===== config.mk =====
export PLATFORM = sky130hd
export DESIGN_NAME = sfx_sensor_flat
export DESIGN_NICKNAME = d
export VERILOG_FILES = /design/src/hdl/sfx_pkg.sv /design/src/hdl/sfx_link_if.sv /design/src/hdl/sfx_sensor.sv /design/src/flat_wrapper.sv
export SDC_FILE = /design/constraint.sdc
export NUM_CORES = 2
export LEC_CHECK = 0
export ABC_AREA = 1
export BUFFER_PORTS_ARGS = -buffer_cell sky130_fd_sc_hd__buf_2
export CORE_UTILIZATION = 25
export CTS_CLUSTER_SIZE = 10
export DETAILED_ROUTE_END_ITERATION = 8
export HOLD_SLACK_MARGIN = 0.03
export PLACE_DENSITY = 0.47
export SLEW_MARGIN = 10
export SYNTH_ARGS = -nofsm -noshare
export SYNTH_HDL_FRONTEND = slang
export SYNTH_SLANG_ARGS = --single-unit
export TNS_END_PERCENT = 100

===== constraint.sdc =====
create_clock -name clk -period 10.5 [get_ports clk]
set_input_delay 1.575 -clock clk [delete_from_list [all_inputs] [get_ports clk]]
set_output_delay 1.575 -clock clk [all_outputs]
set_load 0.01 [all_outputs]

===== src/hdl/sfx_pkg.sv =====
// Shared constants, register map and types for sensor frame and exposure control
package sfx_pkg;
    localparam int unsigned CLK_MHZ = 100;
    localparam int unsigned DW = 16;
    localparam int unsigned AW = 8;
    // Register map
    localparam logic [AW-1:0] ADR_HBLANK_B = 8'h05;
    localparam logic [AW-1:0] ADR_VBLANK_B = 8'h06;
    localparam logic [AW-1:0] ADR_HBLANK_A = 8'h07;
    localparam logic [AW-1:0] ADR_VBLANK_A = 8'h08;
    localparam logic [AW-1:0] ADR_SHUT_WIDTH = 8'h09;
    localparam logic [AW-1:0] ADR_SHUT_DELAY = 8'h0c;
    localparam logic [AW-1:0] ADR_RESTART = 8'h0d;
    localparam logic [AW-1:0] ADR_FV_ADJUST = 8'h1f;
    localparam logic [AW-1:0] ADR_RMODE_B = 8'h20;
    localparam logic [AW-1:0] ADR_RMODE_A = 8'h21;
    localparam logic [AW-1:0] ADR_FLASH = 8'h23;
    localparam logic [AW-1:0] ADR_OUT_FMT = 8'h25;
    localparam logic [AW-1:0] ADR_CONTEXT = 8'hf2;
    // Host-side command port registers
    localparam logic [AW-1:0] HADR_CMD_ADDR = 8'h00;
    localparam logic [AW-1:0] HADR_CMD_DATA = 8'h01;
    localparam logic [AW-1:0] HADR_CMD_GO = 8'h02;
    localparam logic [AW-1:0] HADR_STATUS = 8'h03;
    localparam logic [AW-1:0] HADR_RDATA = 8'h04;
    localparam logic [AW-1:0] HADR_FRAMES = 8'h05;
    // Reset values
    localparam logic [DW-1:0] RST_CONTEXT = 16'h000b;
    localparam logic [DW-1:0] RST_HBLANK_B = 16'h015c;
    localparam logic [DW-1:0] RST_VBLANK_B = 16'h0020;
    localparam logic [DW-1:0] RST_RMODE_B = 16'h0000;
    localparam logic [DW-1:0] RST_HBLANK_A = 16'h00ae;
    localparam logic [DW-1:0] RST_VBLANK_A = 16'h0010;
    localparam logic [DW-1:0] RST_RMODE_A = 16'h0490;
    localparam logic [DW-1:0] RST_SHUT_WIDTH = 16'h04d0;
    localparam logic [DW-1:0] RST_FLASH = 16'h0000;
    // Field positions
    localparam int unsigned CTX_BLANK_BIT = 0;
    localparam int unsigned CTX_RMODE_BIT = 1;
    localparam int unsigned CTX_FMT_BIT = 3;
    localparam int unsigned CTX_RESTART_BIT = 9;
    localparam int unsigned CTX_FLASH_BIT = 8;
    localparam int unsigned RST_RESTART_BIT = 1;
    localparam int unsigned RM_BIN_BIT = 15;
    localparam int unsigned RM_ONE_ADC_BIT = 10;
    localparam int unsigned RM_ROW_SKIP_EN = 4;
    localparam int unsigned RM_COL_SKIP_EN = 7;
    localparam int unsigned RM_COL_SKIP_LO = 5;
    localparam int unsigned FMT_LO = 14;
    localparam int unsigned FV_RISE_EN = 7;
    localparam int unsigned FV_FALL_EN = 15;
    localparam int unsigned FV_FALL_LO = 8;
    localparam int unsigned FL_ENABLE = 8;
    localparam int unsigned FL_XENON = 9;
    localparam int unsigned FL_ONCE = 10;
    localparam int unsigned FL_DLY_LO = 11;
    localparam int unsigned FL_GOOD = 14;
    // Timing in master clocks
    localparam logic [15:0] OVH_TWO_ADC = 16'd260;
    localparam logic [15:0] OVH_ONE_ADC = 16'd262;
    typedef enum logic [1:0] {SFX_FMT_NORMAL = 2'h0, SFX_FMT_CONT = 2'h1, SFX_FMT_XOR = 2'h2} sfx_fmt_e;
    typedef enum logic [1:0] {SFX_H_IDLE = 2'h0, SFX_H_WRITE = 2'h1, SFX_H_READ = 2'h3} sfx_host_e;
    // Effective skip shift: column skip field plus one when skip is enabled, plus one level for binning
    function automatic logic [2:0] sfx_skip_shift(input logic [DW-1:0] rm);
        logic [2:0] s;
        s = 3'h0;
        if (rm[RM_COL_SKIP_EN]) s = 3'(rm[RM_COL_SKIP_LO +: 2]) + 3'h1;
        if (rm[RM_BIN_BIT]) s = s + 3'h1;
        return s;
    endfunction
endpackage


===== src/hdl/sfx_link_if.sv =====
// Link between sensor timing block and host controller
`timescale 1ns/100ps
`default_nettype none
interface sfx_link_if;
    logic [7:0] cfg_addr;
    logic [15:0] cfg_wdata;
    logic cfg_wr;
    logic cfg_rd;
    logic [15:0] cfg_rdata;
    logic frame_valid;
    logic line_valid;
    logic flash;
    logic pix_tick;
    modport sensor (input cfg_addr, input cfg_wdata, input cfg_wr, input cfg_rd, output cfg_rdata,
        output frame_valid, output line_valid, output flash, output pix_tick);
    modport host (output cfg_addr, output cfg_wdata, output cfg_wr, output cfg_rd, input cfg_rdata,
        input frame_valid, input line_valid, input flash, input pix_tick);
endinterface
`default_nettype wire


===== src/hdl/sfx_sensor.sv =====
// Sensor end: context registers, frame timing, exposure and flash control
//
// Local design decision: the strobed register port.
`timescale 1ns/100ps
`default_nettype none
// Operation
// [RL1] Context bits 0,1,3 select A or B copies; bit 3 is unused here, the format register is shared
// [RL2] Any combination of select bits accepted
// [RL3] Context register resets to 0x000B
// [RL4] Context B defaults 0x015C, 0x0020, 0x0000
// [RL5] Context A defaults 0x00AE, 0x0010, 0x0490
// [RL6] Read mode taken from selected context
// [RL7] Context register carries flash and restart bits
// [RL8] Bits 14-15 select row-valid format
// [RL9] Last format: row-valid XOR frame-valid
// [RL10] Early frame-valid rise N+1 rows
// [RL11] Early frame-valid fall M+1 rows
// [RL12] Host keeps M below row width
// [RL13] Integration from shutter width minus delay
// [RL14] Overhead 260 clocks, 262 single converter
// [RL15] Binning doubles effective skip factor
// [RL16] Long shutter width adds blanking rows
// [RL17] Host bounds shutter delay by row time
// [RL18] Flash: single fire, frame delay, xenon pulse
// [RL19] Restart bit restarts and masks bad frame
// [RL20] Status bit 14 marks correctly flashed frames
// [RL21] Host avoids bad xenon exposure settings
// [RL22] Host picks flicker-free integration times
// [RL23] Binning bit 15 of active read mode
// [RL24] Context change applies at frame boundary
module sfx_sensor
    import sfx_pkg::*;
#(
    parameter int unsigned COLS = 1600,
    parameter int unsigned ROWS = 1200,
    parameter int unsigned EDGE_MARGIN_COLUMNS = 4
) (
    input wire logic clk,
    input wire logic rst,
    sfx_link_if.sensor link,
    output logic integrate_start,
    output logic [31:0] exposure_duration
);
    logic [DW-1:0] ctx_ff, hb_b_ff, vb_b_ff, hb_a_ff, vb_a_ff, sw_ff, sd_ff, rc_ff, fva_ff;
    logic [DW-1:0] rm_b_ff, rm_a_ff, fl_ff, fmt_ff;
    logic [3:0] act_ctx_ff;
    logic [DW-1:0] rdata_ff;
    logic restart_req;
    logic [DW-1:0] col_ff, row_ff;
    logic fv_ff, lv_cont_ff, flash_ff, good_ff, masked_ff;
    logic [2:0] fl_wait_ff;
    logic [DW-1:0] fl_pulse_ff;
    logic fired_ff;
    logic [DW-1:0] hb, vb, rm, width, frame_rows, rows_total, nxt_col, nxt_row;
    logic [2:0] sh;
    logic row_end, frame_end, in_active_row, fv_raw, rise_ok, fall_ok;
    logic [6:0] n_rise, m_fall;
    logic [15:0] ovh;
    logic [31:0] row_time;

    // Register writes
    always_ff @(posedge clk) begin
        if (rst) begin
            ctx_ff <= RST_CONTEXT; // see [RL3]
            hb_b_ff <= RST_HBLANK_B; // see [RL4]
            vb_b_ff <= RST_VBLANK_B;
            rm_b_ff <= RST_RMODE_B;
            hb_a_ff <= RST_HBLANK_A; // see [RL5]
            vb_a_ff <= RST_VBLANK_A;
            rm_a_ff <= RST_RMODE_A;
            sw_ff <= RST_SHUT_WIDTH;
            sd_ff <= '0;
            rc_ff <= '0;
            fva_ff <= '0;
            fl_ff <= RST_FLASH;
            fmt_ff <= '0;
        end else begin
            rc_ff[RST_RESTART_BIT] <= 1'b0;
            ctx_ff[CTX_RESTART_BIT] <= 1'b0;
            if (link.cfg_wr) begin
                case (link.cfg_addr)
                    ADR_HBLANK_B: hb_b_ff <= link.cfg_wdata;
                    ADR_VBLANK_B: vb_b_ff <= link.cfg_wdata;
                    ADR_HBLANK_A: hb_a_ff <= link.cfg_wdata;
                    ADR_VBLANK_A: vb_a_ff <= link.cfg_wdata;
                    ADR_SHUT_WIDTH: sw_ff <= link.cfg_wdata;
                    ADR_SHUT_DELAY: sd_ff <= link.cfg_wdata;
                    ADR_RESTART: rc_ff <= link.cfg_wdata;
                    ADR_FV_ADJUST: fva_ff <= link.cfg_wdata;
                    ADR_RMODE_B: rm_b_ff <= link.cfg_wdata;
                    ADR_RMODE_A: rm_a_ff <= link.cfg_wdata;
                    ADR_OUT_FMT: fmt_ff <= link.cfg_wdata;
                    ADR_CONTEXT: ctx_ff <= link.cfg_wdata; // see [RL2]
                    default: ;
                endcase
            end
            // Flash enable may also come through the context register
            if (link.cfg_wr && link.cfg_addr == ADR_FLASH)
                fl_ff <= link.cfg_wdata;
            else if (link.cfg_wr && link.cfg_addr == ADR_CONTEXT)
                fl_ff[FL_ENABLE] <= link.cfg_wdata[CTX_FLASH_BIT]; // see [RL7]
        end
    end

    assign restart_req = rc_ff[RST_RESTART_BIT] | ctx_ff[CTX_RESTART_BIT]; // see [RL19] [RL7]

    // Read data one cycle after the strobe
    always_ff @(posedge clk) begin
        if (rst) begin
            rdata_ff <= '0;
        end else if (link.cfg_rd) begin
            case (link.cfg_addr)
                ADR_HBLANK_B: rdata_ff <= hb_b_ff;
                ADR_VBLANK_B: rdata_ff <= vb_b_ff;
                ADR_HBLANK_A: rdata_ff <= hb_a_ff;
                ADR_VBLANK_A: rdata_ff <= vb_a_ff;
                ADR_SHUT_WIDTH: rdata_ff <= sw_ff;
                ADR_SHUT_DELAY: rdata_ff <= sd_ff;
                ADR_RESTART: rdata_ff <= rc_ff;
                ADR_FV_ADJUST: rdata_ff <= fva_ff;
                ADR_RMODE_B: rdata_ff <= rm_b_ff;
                ADR_RMODE_A: rdata_ff <= rm_a_ff;
                ADR_FLASH: rdata_ff <= {fl_ff[15], good_ff, fl_ff[13:0]}; // see [RL20]
                ADR_OUT_FMT: rdata_ff <= fmt_ff;
                ADR_CONTEXT: rdata_ff <= ctx_ff;
                default: rdata_ff <= '0;
            endcase
        end
    end
    assign link.cfg_rdata = rdata_ff;

    // Selection latched at frame boundary so no frame mixes contexts
    always_ff @(posedge clk) begin
        if (rst) act_ctx_ff <= RST_CONTEXT[3:0];
        else if (frame_end || restart_req) act_ctx_ff <= ctx_ff[3:0]; // see [RL24]
    end

    // Each group chooses its copy independently
    assign hb = act_ctx_ff[CTX_BLANK_BIT] ? hb_b_ff : hb_a_ff; // see [RL1]
    assign vb = act_ctx_ff[CTX_BLANK_BIT] ? vb_b_ff : vb_a_ff;
    assign rm = act_ctx_ff[CTX_RMODE_BIT] ? rm_b_ff : rm_a_ff; // see [RL6] [RL23]
    assign sh = sfx_skip_shift(rm); // see [RL15]
    assign width = DW'(COLS >> sh) + DW'(EDGE_MARGIN_COLUMNS);
    assign frame_rows = DW'((rm[RM_ROW_SKIP_EN] || rm[RM_BIN_BIT]) ? (ROWS >> sh) : ROWS);
    assign rows_total = (sw_ff > frame_rows + vb) ? sw_ff : frame_rows + vb; // see [RL16]

    // Counters tick once per master clock, one pixel per clock
    assign row_end = (col_ff == width + hb - 16'h0001);
    assign frame_end = row_end && (row_ff == rows_total - 16'h0001);
    assign nxt_col = row_end ? '0 : col_ff + 16'h0001;
    assign nxt_row = row_end ? (frame_end ? '0 : row_ff + 16'h0001) : row_ff;
    always_ff @(posedge clk) begin
        if (rst || restart_req) begin
            col_ff <= '0;
            row_ff <= '0;
        end else begin
            col_ff <= nxt_col;
            row_ff <= nxt_row;
        end
    end

    assign in_active_row = (row_ff < frame_rows);
    assign n_rise = fva_ff[6:0];
    assign m_fall = fva_ff[FV_FALL_LO +: 7];
    // Judged on the next row so frame-valid lines up with the counters, like lv_cont_ff
    // Early rise: start N+1 rows before first active row, measured from end of frame
    assign rise_ok = fva_ff[FV_RISE_EN] && (nxt_row >= rows_total - 16'(n_rise) - 16'h0001); // see [RL10]
    // Early fall: drop M+1 rows before last active row ends; host keeps M small
    assign fall_ok = fva_ff[FV_FALL_EN] && (nxt_row + 16'(m_fall) + 16'h0001 >= frame_rows); // see [RL11] [RL12]
    assign fv_raw = ((nxt_row < frame_rows) && !fall_ok) || rise_ok;

    always_ff @(posedge clk) begin
        if (rst || restart_req) begin
            fv_ff <= 1'b0;
            lv_cont_ff <= 1'b0;
        end else begin
            // Mask ends with the masked frame, not one cycle into the next
            fv_ff <= fv_raw && (!masked_ff || frame_end);
            lv_cont_ff <= (nxt_col < width);
        end
    end

    // Row-valid output format; format bits come from the single ADR_OUT_FMT register, not a context bit 3 group
    always_comb begin
        case (sfx_fmt_e'(fmt_ff[FMT_LO +: 2])) // see [RL8]
            SFX_FMT_NORMAL: link.line_valid = lv_cont_ff && fv_ff && in_active_row;
            SFX_FMT_CONT: link.line_valid = lv_cont_ff;
            SFX_FMT_XOR: link.line_valid = lv_cont_ff ^ fv_ff; // see [RL9]
            default: link.line_valid = lv_cont_ff && fv_ff && in_active_row;
        endcase
    end
    assign link.frame_valid = fv_ff;
    assign link.pix_tick = 1'b1;

    // Integration time in master clocks
    assign ovh = rm[RM_ONE_ADC_BIT] ? OVH_ONE_ADC : OVH_TWO_ADC; // see [RL14]
    assign row_time = 32'(width) + 32'(hb);
    always_ff @(posedge clk) begin
        if (rst) exposure_duration <= '0;
        else exposure_duration <= 32'(sw_ff) * row_time - 32'(ovh) - 32'(sd_ff); // see [RL13] [RL17]
    end
    always_ff @(posedge clk) begin
        if (rst) integrate_start <= 1'b0;
        else integrate_start <= frame_end;
    end

    // Flash sequencing: delay in frames, single fire, xenon pulse length in rows
    always_ff @(posedge clk) begin
        if (rst || !fl_ff[FL_ENABLE]) begin
            fl_wait_ff <= '0;
            flash_ff <= 1'b0;
            fl_pulse_ff <= '0;
            fired_ff <= 1'b0;
            good_ff <= 1'b0;
        end else if (frame_end) begin
            if (fl_wait_ff != fl_ff[FL_DLY_LO +: 3]) begin
                fl_wait_ff <= fl_wait_ff + 3'h1; // see [RL18]
            end else if (!(fl_ff[FL_ONCE] && fired_ff)) begin
                flash_ff <= 1'b1;
                fired_ff <= 1'b1;
                fl_pulse_ff <= {8'h00, fl_ff[7:0]};
                // A frame is good once an LED flash covered its whole integration; with xenon set it is never marked good
                good_ff <= flash_ff && !fl_ff[FL_XENON]; // see [RL20]
            end else begin
                flash_ff <= 1'b0;
                good_ff <= fl_ff[FL_XENON] ? 1'b0 : flash_ff;
            end
        end else if (fl_ff[FL_XENON] && flash_ff && row_end) begin
            if (fl_pulse_ff == '0) flash_ff <= 1'b0;
            else fl_pulse_ff <= fl_pulse_ff - 16'h0001;
        end
    end
    assign link.flash = flash_ff;

    // Restart masks the first partly lit frame
    always_ff @(posedge clk) begin
        if (rst) masked_ff <= 1'b0;
        else if (restart_req) masked_ff <= 1'b1; // see [RL19]
        else if (frame_end) masked_ff <= 1'b0;
    end
endmodule
`default_nettype wire


===== src/flat_wrapper.sv =====
// flat-port wrapper written by rule: the top's interface ports become plain ports
module sfx_sensor_flat import sfx_pkg::*;
#(
    parameter int unsigned COLS = 1600,
    parameter int unsigned ROWS = 1200,
    parameter int unsigned EDGE_MARGIN_COLUMNS = 4
)
  (clk, rst, integrate_start, exposure_duration, link_cfg_addr, link_cfg_wdata, link_cfg_wr, link_cfg_rd, link_cfg_rdata, link_frame_valid, link_line_valid, link_flash, link_pix_tick);
  sfx_link_if link_i ();
  input wire logic clk;
  input wire logic rst;
  output logic integrate_start;
  output logic [31:0] exposure_duration;
  input wire logic [$bits(link_i.cfg_addr)-1:0] link_cfg_addr;
  input wire logic [$bits(link_i.cfg_wdata)-1:0] link_cfg_wdata;
  input wire logic [$bits(link_i.cfg_wr)-1:0] link_cfg_wr;
  input wire logic [$bits(link_i.cfg_rd)-1:0] link_cfg_rd;
  output wire logic [$bits(link_i.cfg_rdata)-1:0] link_cfg_rdata;
  output wire logic [$bits(link_i.frame_valid)-1:0] link_frame_valid;
  output wire logic [$bits(link_i.line_valid)-1:0] link_line_valid;
  output wire logic [$bits(link_i.flash)-1:0] link_flash;
  output wire logic [$bits(link_i.pix_tick)-1:0] link_pix_tick;
  assign link_i.cfg_addr = link_cfg_addr;
  assign link_i.cfg_wdata = link_cfg_wdata;
  assign link_i.cfg_wr = link_cfg_wr;
  assign link_i.cfg_rd = link_cfg_rd;
  assign link_cfg_rdata = link_i.cfg_rdata;
  assign link_frame_valid = link_i.frame_valid;
  assign link_line_valid = link_i.line_valid;
  assign link_flash = link_i.flash;
  assign link_pix_tick = link_i.pix_tick;
  sfx_sensor #(.COLS(COLS), .ROWS(ROWS), .EDGE_MARGIN_COLUMNS(EDGE_MARGIN_COLUMNS)) u_core (.clk(clk), .rst(rst), .link(link_i), .integrate_start(integrate_start), .exposure_duration(exposure_duration));
endmodule

==> impl_results.md <==
* Placed Area at 0.0326 mm²
* Fill cells at 12600
* Final net count at 4739
* Die area at 0.118 mm²
* Critical path required time at 11.01 ns
* Static leakage at 0.0163 µW
* Hold Worst Slack at 0.446 ns
* Number of buffers created by CTS at 40
* Yosys warnings at 0
* Min-Delay Path Class: reg2reg
* Routed via count at 26700
* First-pass GRT wire length at 160 mm
* Final Core Density at 29.6%
* Most frequent CP cell: nand2_1
* Cell variety after synth at 59
* CTS hold repair buffers at 0
* Total Routed Length at 106 mm
* Largest net degree at the start of global routing at 111
* Top FF cell, synth: dfxtp_1
* Total congestion overflow at 0
* Max FFs per register at 32
* Setup crit start: u_core.act_ctx_ff[1]$_SDFFE_PP1P_
* CP endpoint kind: register
* Post-synthesis instance total at 3996
* Hold Fails Final Rpt at 0
* Drt first-iter violations at 1997
* Syn Std Cell Area at 0.0291 mm²
* Crit share post-route at 94.1%
* Vias per cell at 4.66
* Critical path startpoint category: register
* Max Freq at 0.101 GHz
* Min cycle time layout at 9.88 ns
* Starting Density at 25.3%
* Ant. Diodes at 0
* DRC viols at 0
* Rows at 124
* ANT nets after route at 0
* Slew at the pin closest to its max-slew limit at 1.23 ns
* FF-to-FF Start: u_core.act_ctx_ff[1]$_SDFFE_PP1P_
* RD Place Congestion at 0.883
* Final setup fails at 0
* Drt pass-1 iters at 5
* Critical Setup Path Class: reg2reg
* Max-slew violations at 0
* Max-slew headroom at 17.8%
* PwrDens at 95.4 mW/mm²
* Vias in the first global route at 25500
* Max Cap Viol at 0
* Buffers on Ports at 79
* All-Layer GR Usage at 17.9%
* Worst Hold Launch: u_core.fmt_ff[2]$_SDFFE_PP0P_
* Critical Path AT at 10.39 ns
* Asr flop ratio synth at 0%
* Crit path max fanout at 6
* Post-synth EDFFs at 0
* Area Overhead vs Synth at 17.0%
* Clock transition at the registers of the reported paths at 0.06 ns
* VDD IR-drop max at 94.4 µV
* Wire length per cell at 18.6 µm
* Biggest register: u_core.exposure_duration
* Initial antenna violation count at 3
* Clock tree from TritonCTS: done
* Finished Cell Area at 0.0340 mm²
* Max clock buf depth at 3
* CP peak stage delay at 0.56 ns
* Die width at 343 µm
* Core area at 0.115 mm²
* Ports at 81
* Synth Area per Inst at 7.27 µm²
* Delay-heaviest family, CP: adder cells
* Clock Skew at 0.0309 ns
* Dpl hpwl at 84.4 mm
* FF+latch count, synth at 315
* Tot Pwr at 3240 µW
* Setup TNS at 0 ns
* WP buf/inv at 15
* Die height at 343 µm
* Clock sinks at 315
* Commonest non-fill, non-tap cell in the layout: inv_1
* Root Buffer: clkbuf_16
* Layout cells sized above 1 at 11.9%
* Max H-tree Level at 2
* Slowest cell on crit path: fa_1
* Highest-count cells in the layout ignoring fill and taps: inv_1, nand2_1, a21oi_1, dfxtp_1, o21ai_0
* Outcome: finished, final reports clean
* Clock Latency Late Sink at 0.60 ns
* Share of the yosys chip area belonging to registers at 21.7%
repair_timing:
item / in CTS / in global routing
gates cloned: 0 / 0
buffers inserted: 0 / 1
endpoints found under the setup margin: 3 / 12
pin swaps: 0 / 17
gates resized for setup: 1 / 54
per-layer routing:
metal,track usage [%],vias to the layer above,part of all wire (%)
li1,-,13200,-
met2,29.5,695,46
met5,0,-,0.0085
met4,4.59,2,2.7
met1,24.7,12800,46
met3,1.99,123,5.2
tightest hold or removal path, delay by kind of cell, from the launching register on:
family	cells	cell delay, ns
AOI/OAI and AO/OA	1	0.05
buffers and inverters	1	0.05
DFF	1	0.29
synthesized netlist by cell type (all sizes together) (4+ instances only):
cell / number / area, µm²
inv: 751 / 2820
nand2: 736 / 2850
a21oi: 346 / 1730
o21ai: 324 / 1640
dfxtp: 315 / 6310
nor2: 311 / 1240
ha: 264 / 3300
fa: 241 / 4820
nand3: 152 / 801
clkbuf: 132 / 495
xor2: 68 / 603
nor3: 65 / 342
o22ai: 32 / 200
nand4: 31 / 209
o211ai: 30 / 230
a221oi: 27 / 236
o21a: 23 / 173
xnor2: 23 / 201
clkinv: 19 / 71.3
buf: 16 / 115
a21o: 10 / 75.1
nor4: 10 / 62.6
or2: 10 / 62.6
o21bai: 9 / 67.6
a211oi: 8 / 60.1
nor3b: 7 / 67.6
o2111ai: 6 / 52.6
a21boi: 5 / 41.3
a31oi: 5 / 31.3
and2: 4 / 25.0
power breakdown:
part / switching [µW] / internal [µW]
registers: 9.30 / 1230
logic: 367 / 268
clock network: 592 / 781
total: 968 / 2280
through the flow:
step | setup WS [ns] | instances
2_1_floorplan | 0.238 | 3998
3_3_place_gp | 0.00163 | 5675
3_5_place_dp | -0.0507 | 5675
4_1_cts | 0.00968 | 5734
5_1_grt | -0.0252 | 5735
6_report | 0.621 | 5735
cell families (layout without fill, tap and decap cells):
kind of cell             after synthesis  count (layout)  synth area share (%)
AO/OA/AOI/OAI                        836             836                  15.9
AND/OR/NAND/NOR                     1329            1329                  19.6
other                                  2               4                0.0258
adder cells (fa/ha/maj)              505             505                  28.0
buffers and inverters                918            1143                  12.0
XOR/XNOR                              91              91                  2.77
flip-flops                           315             315                  21.7
layout make-up:
cell class / instances / area (µm²) / share of cell area, %
Tap cell: 1512 / 1890 / 5.56
Timing Repair Buffer: 314 / 2210 / 6.50
Multi-Input combinational cell: 2765 / 19500 / 57.2
Inverter: 770 / 2890 / 8.51
Clock inverter: 8 / 144 / 0.423
Clock buffer: 51 / 1090 / 3.21
Sequential cell: 315 / 6310 / 18.6
worst paths after layout:
path                                                   to  slack (ns)  depth (start not counted)
setup / recovery  u_core.exposure_duration[30]$_SDFF_PP0_        0.62                         64
hold / removal              u_core.fmt_ff[2]$_SDFFE_PP0P_        0.45                          2
setup reg to reg  u_core.exposure_duration[30]$_SDFF_PP0_        0.62                         64
hold reg to reg             u_core.fmt_ff[2]$_SDFFE_PP0P_        0.45                          2
(Power assumes the default switching activity.)
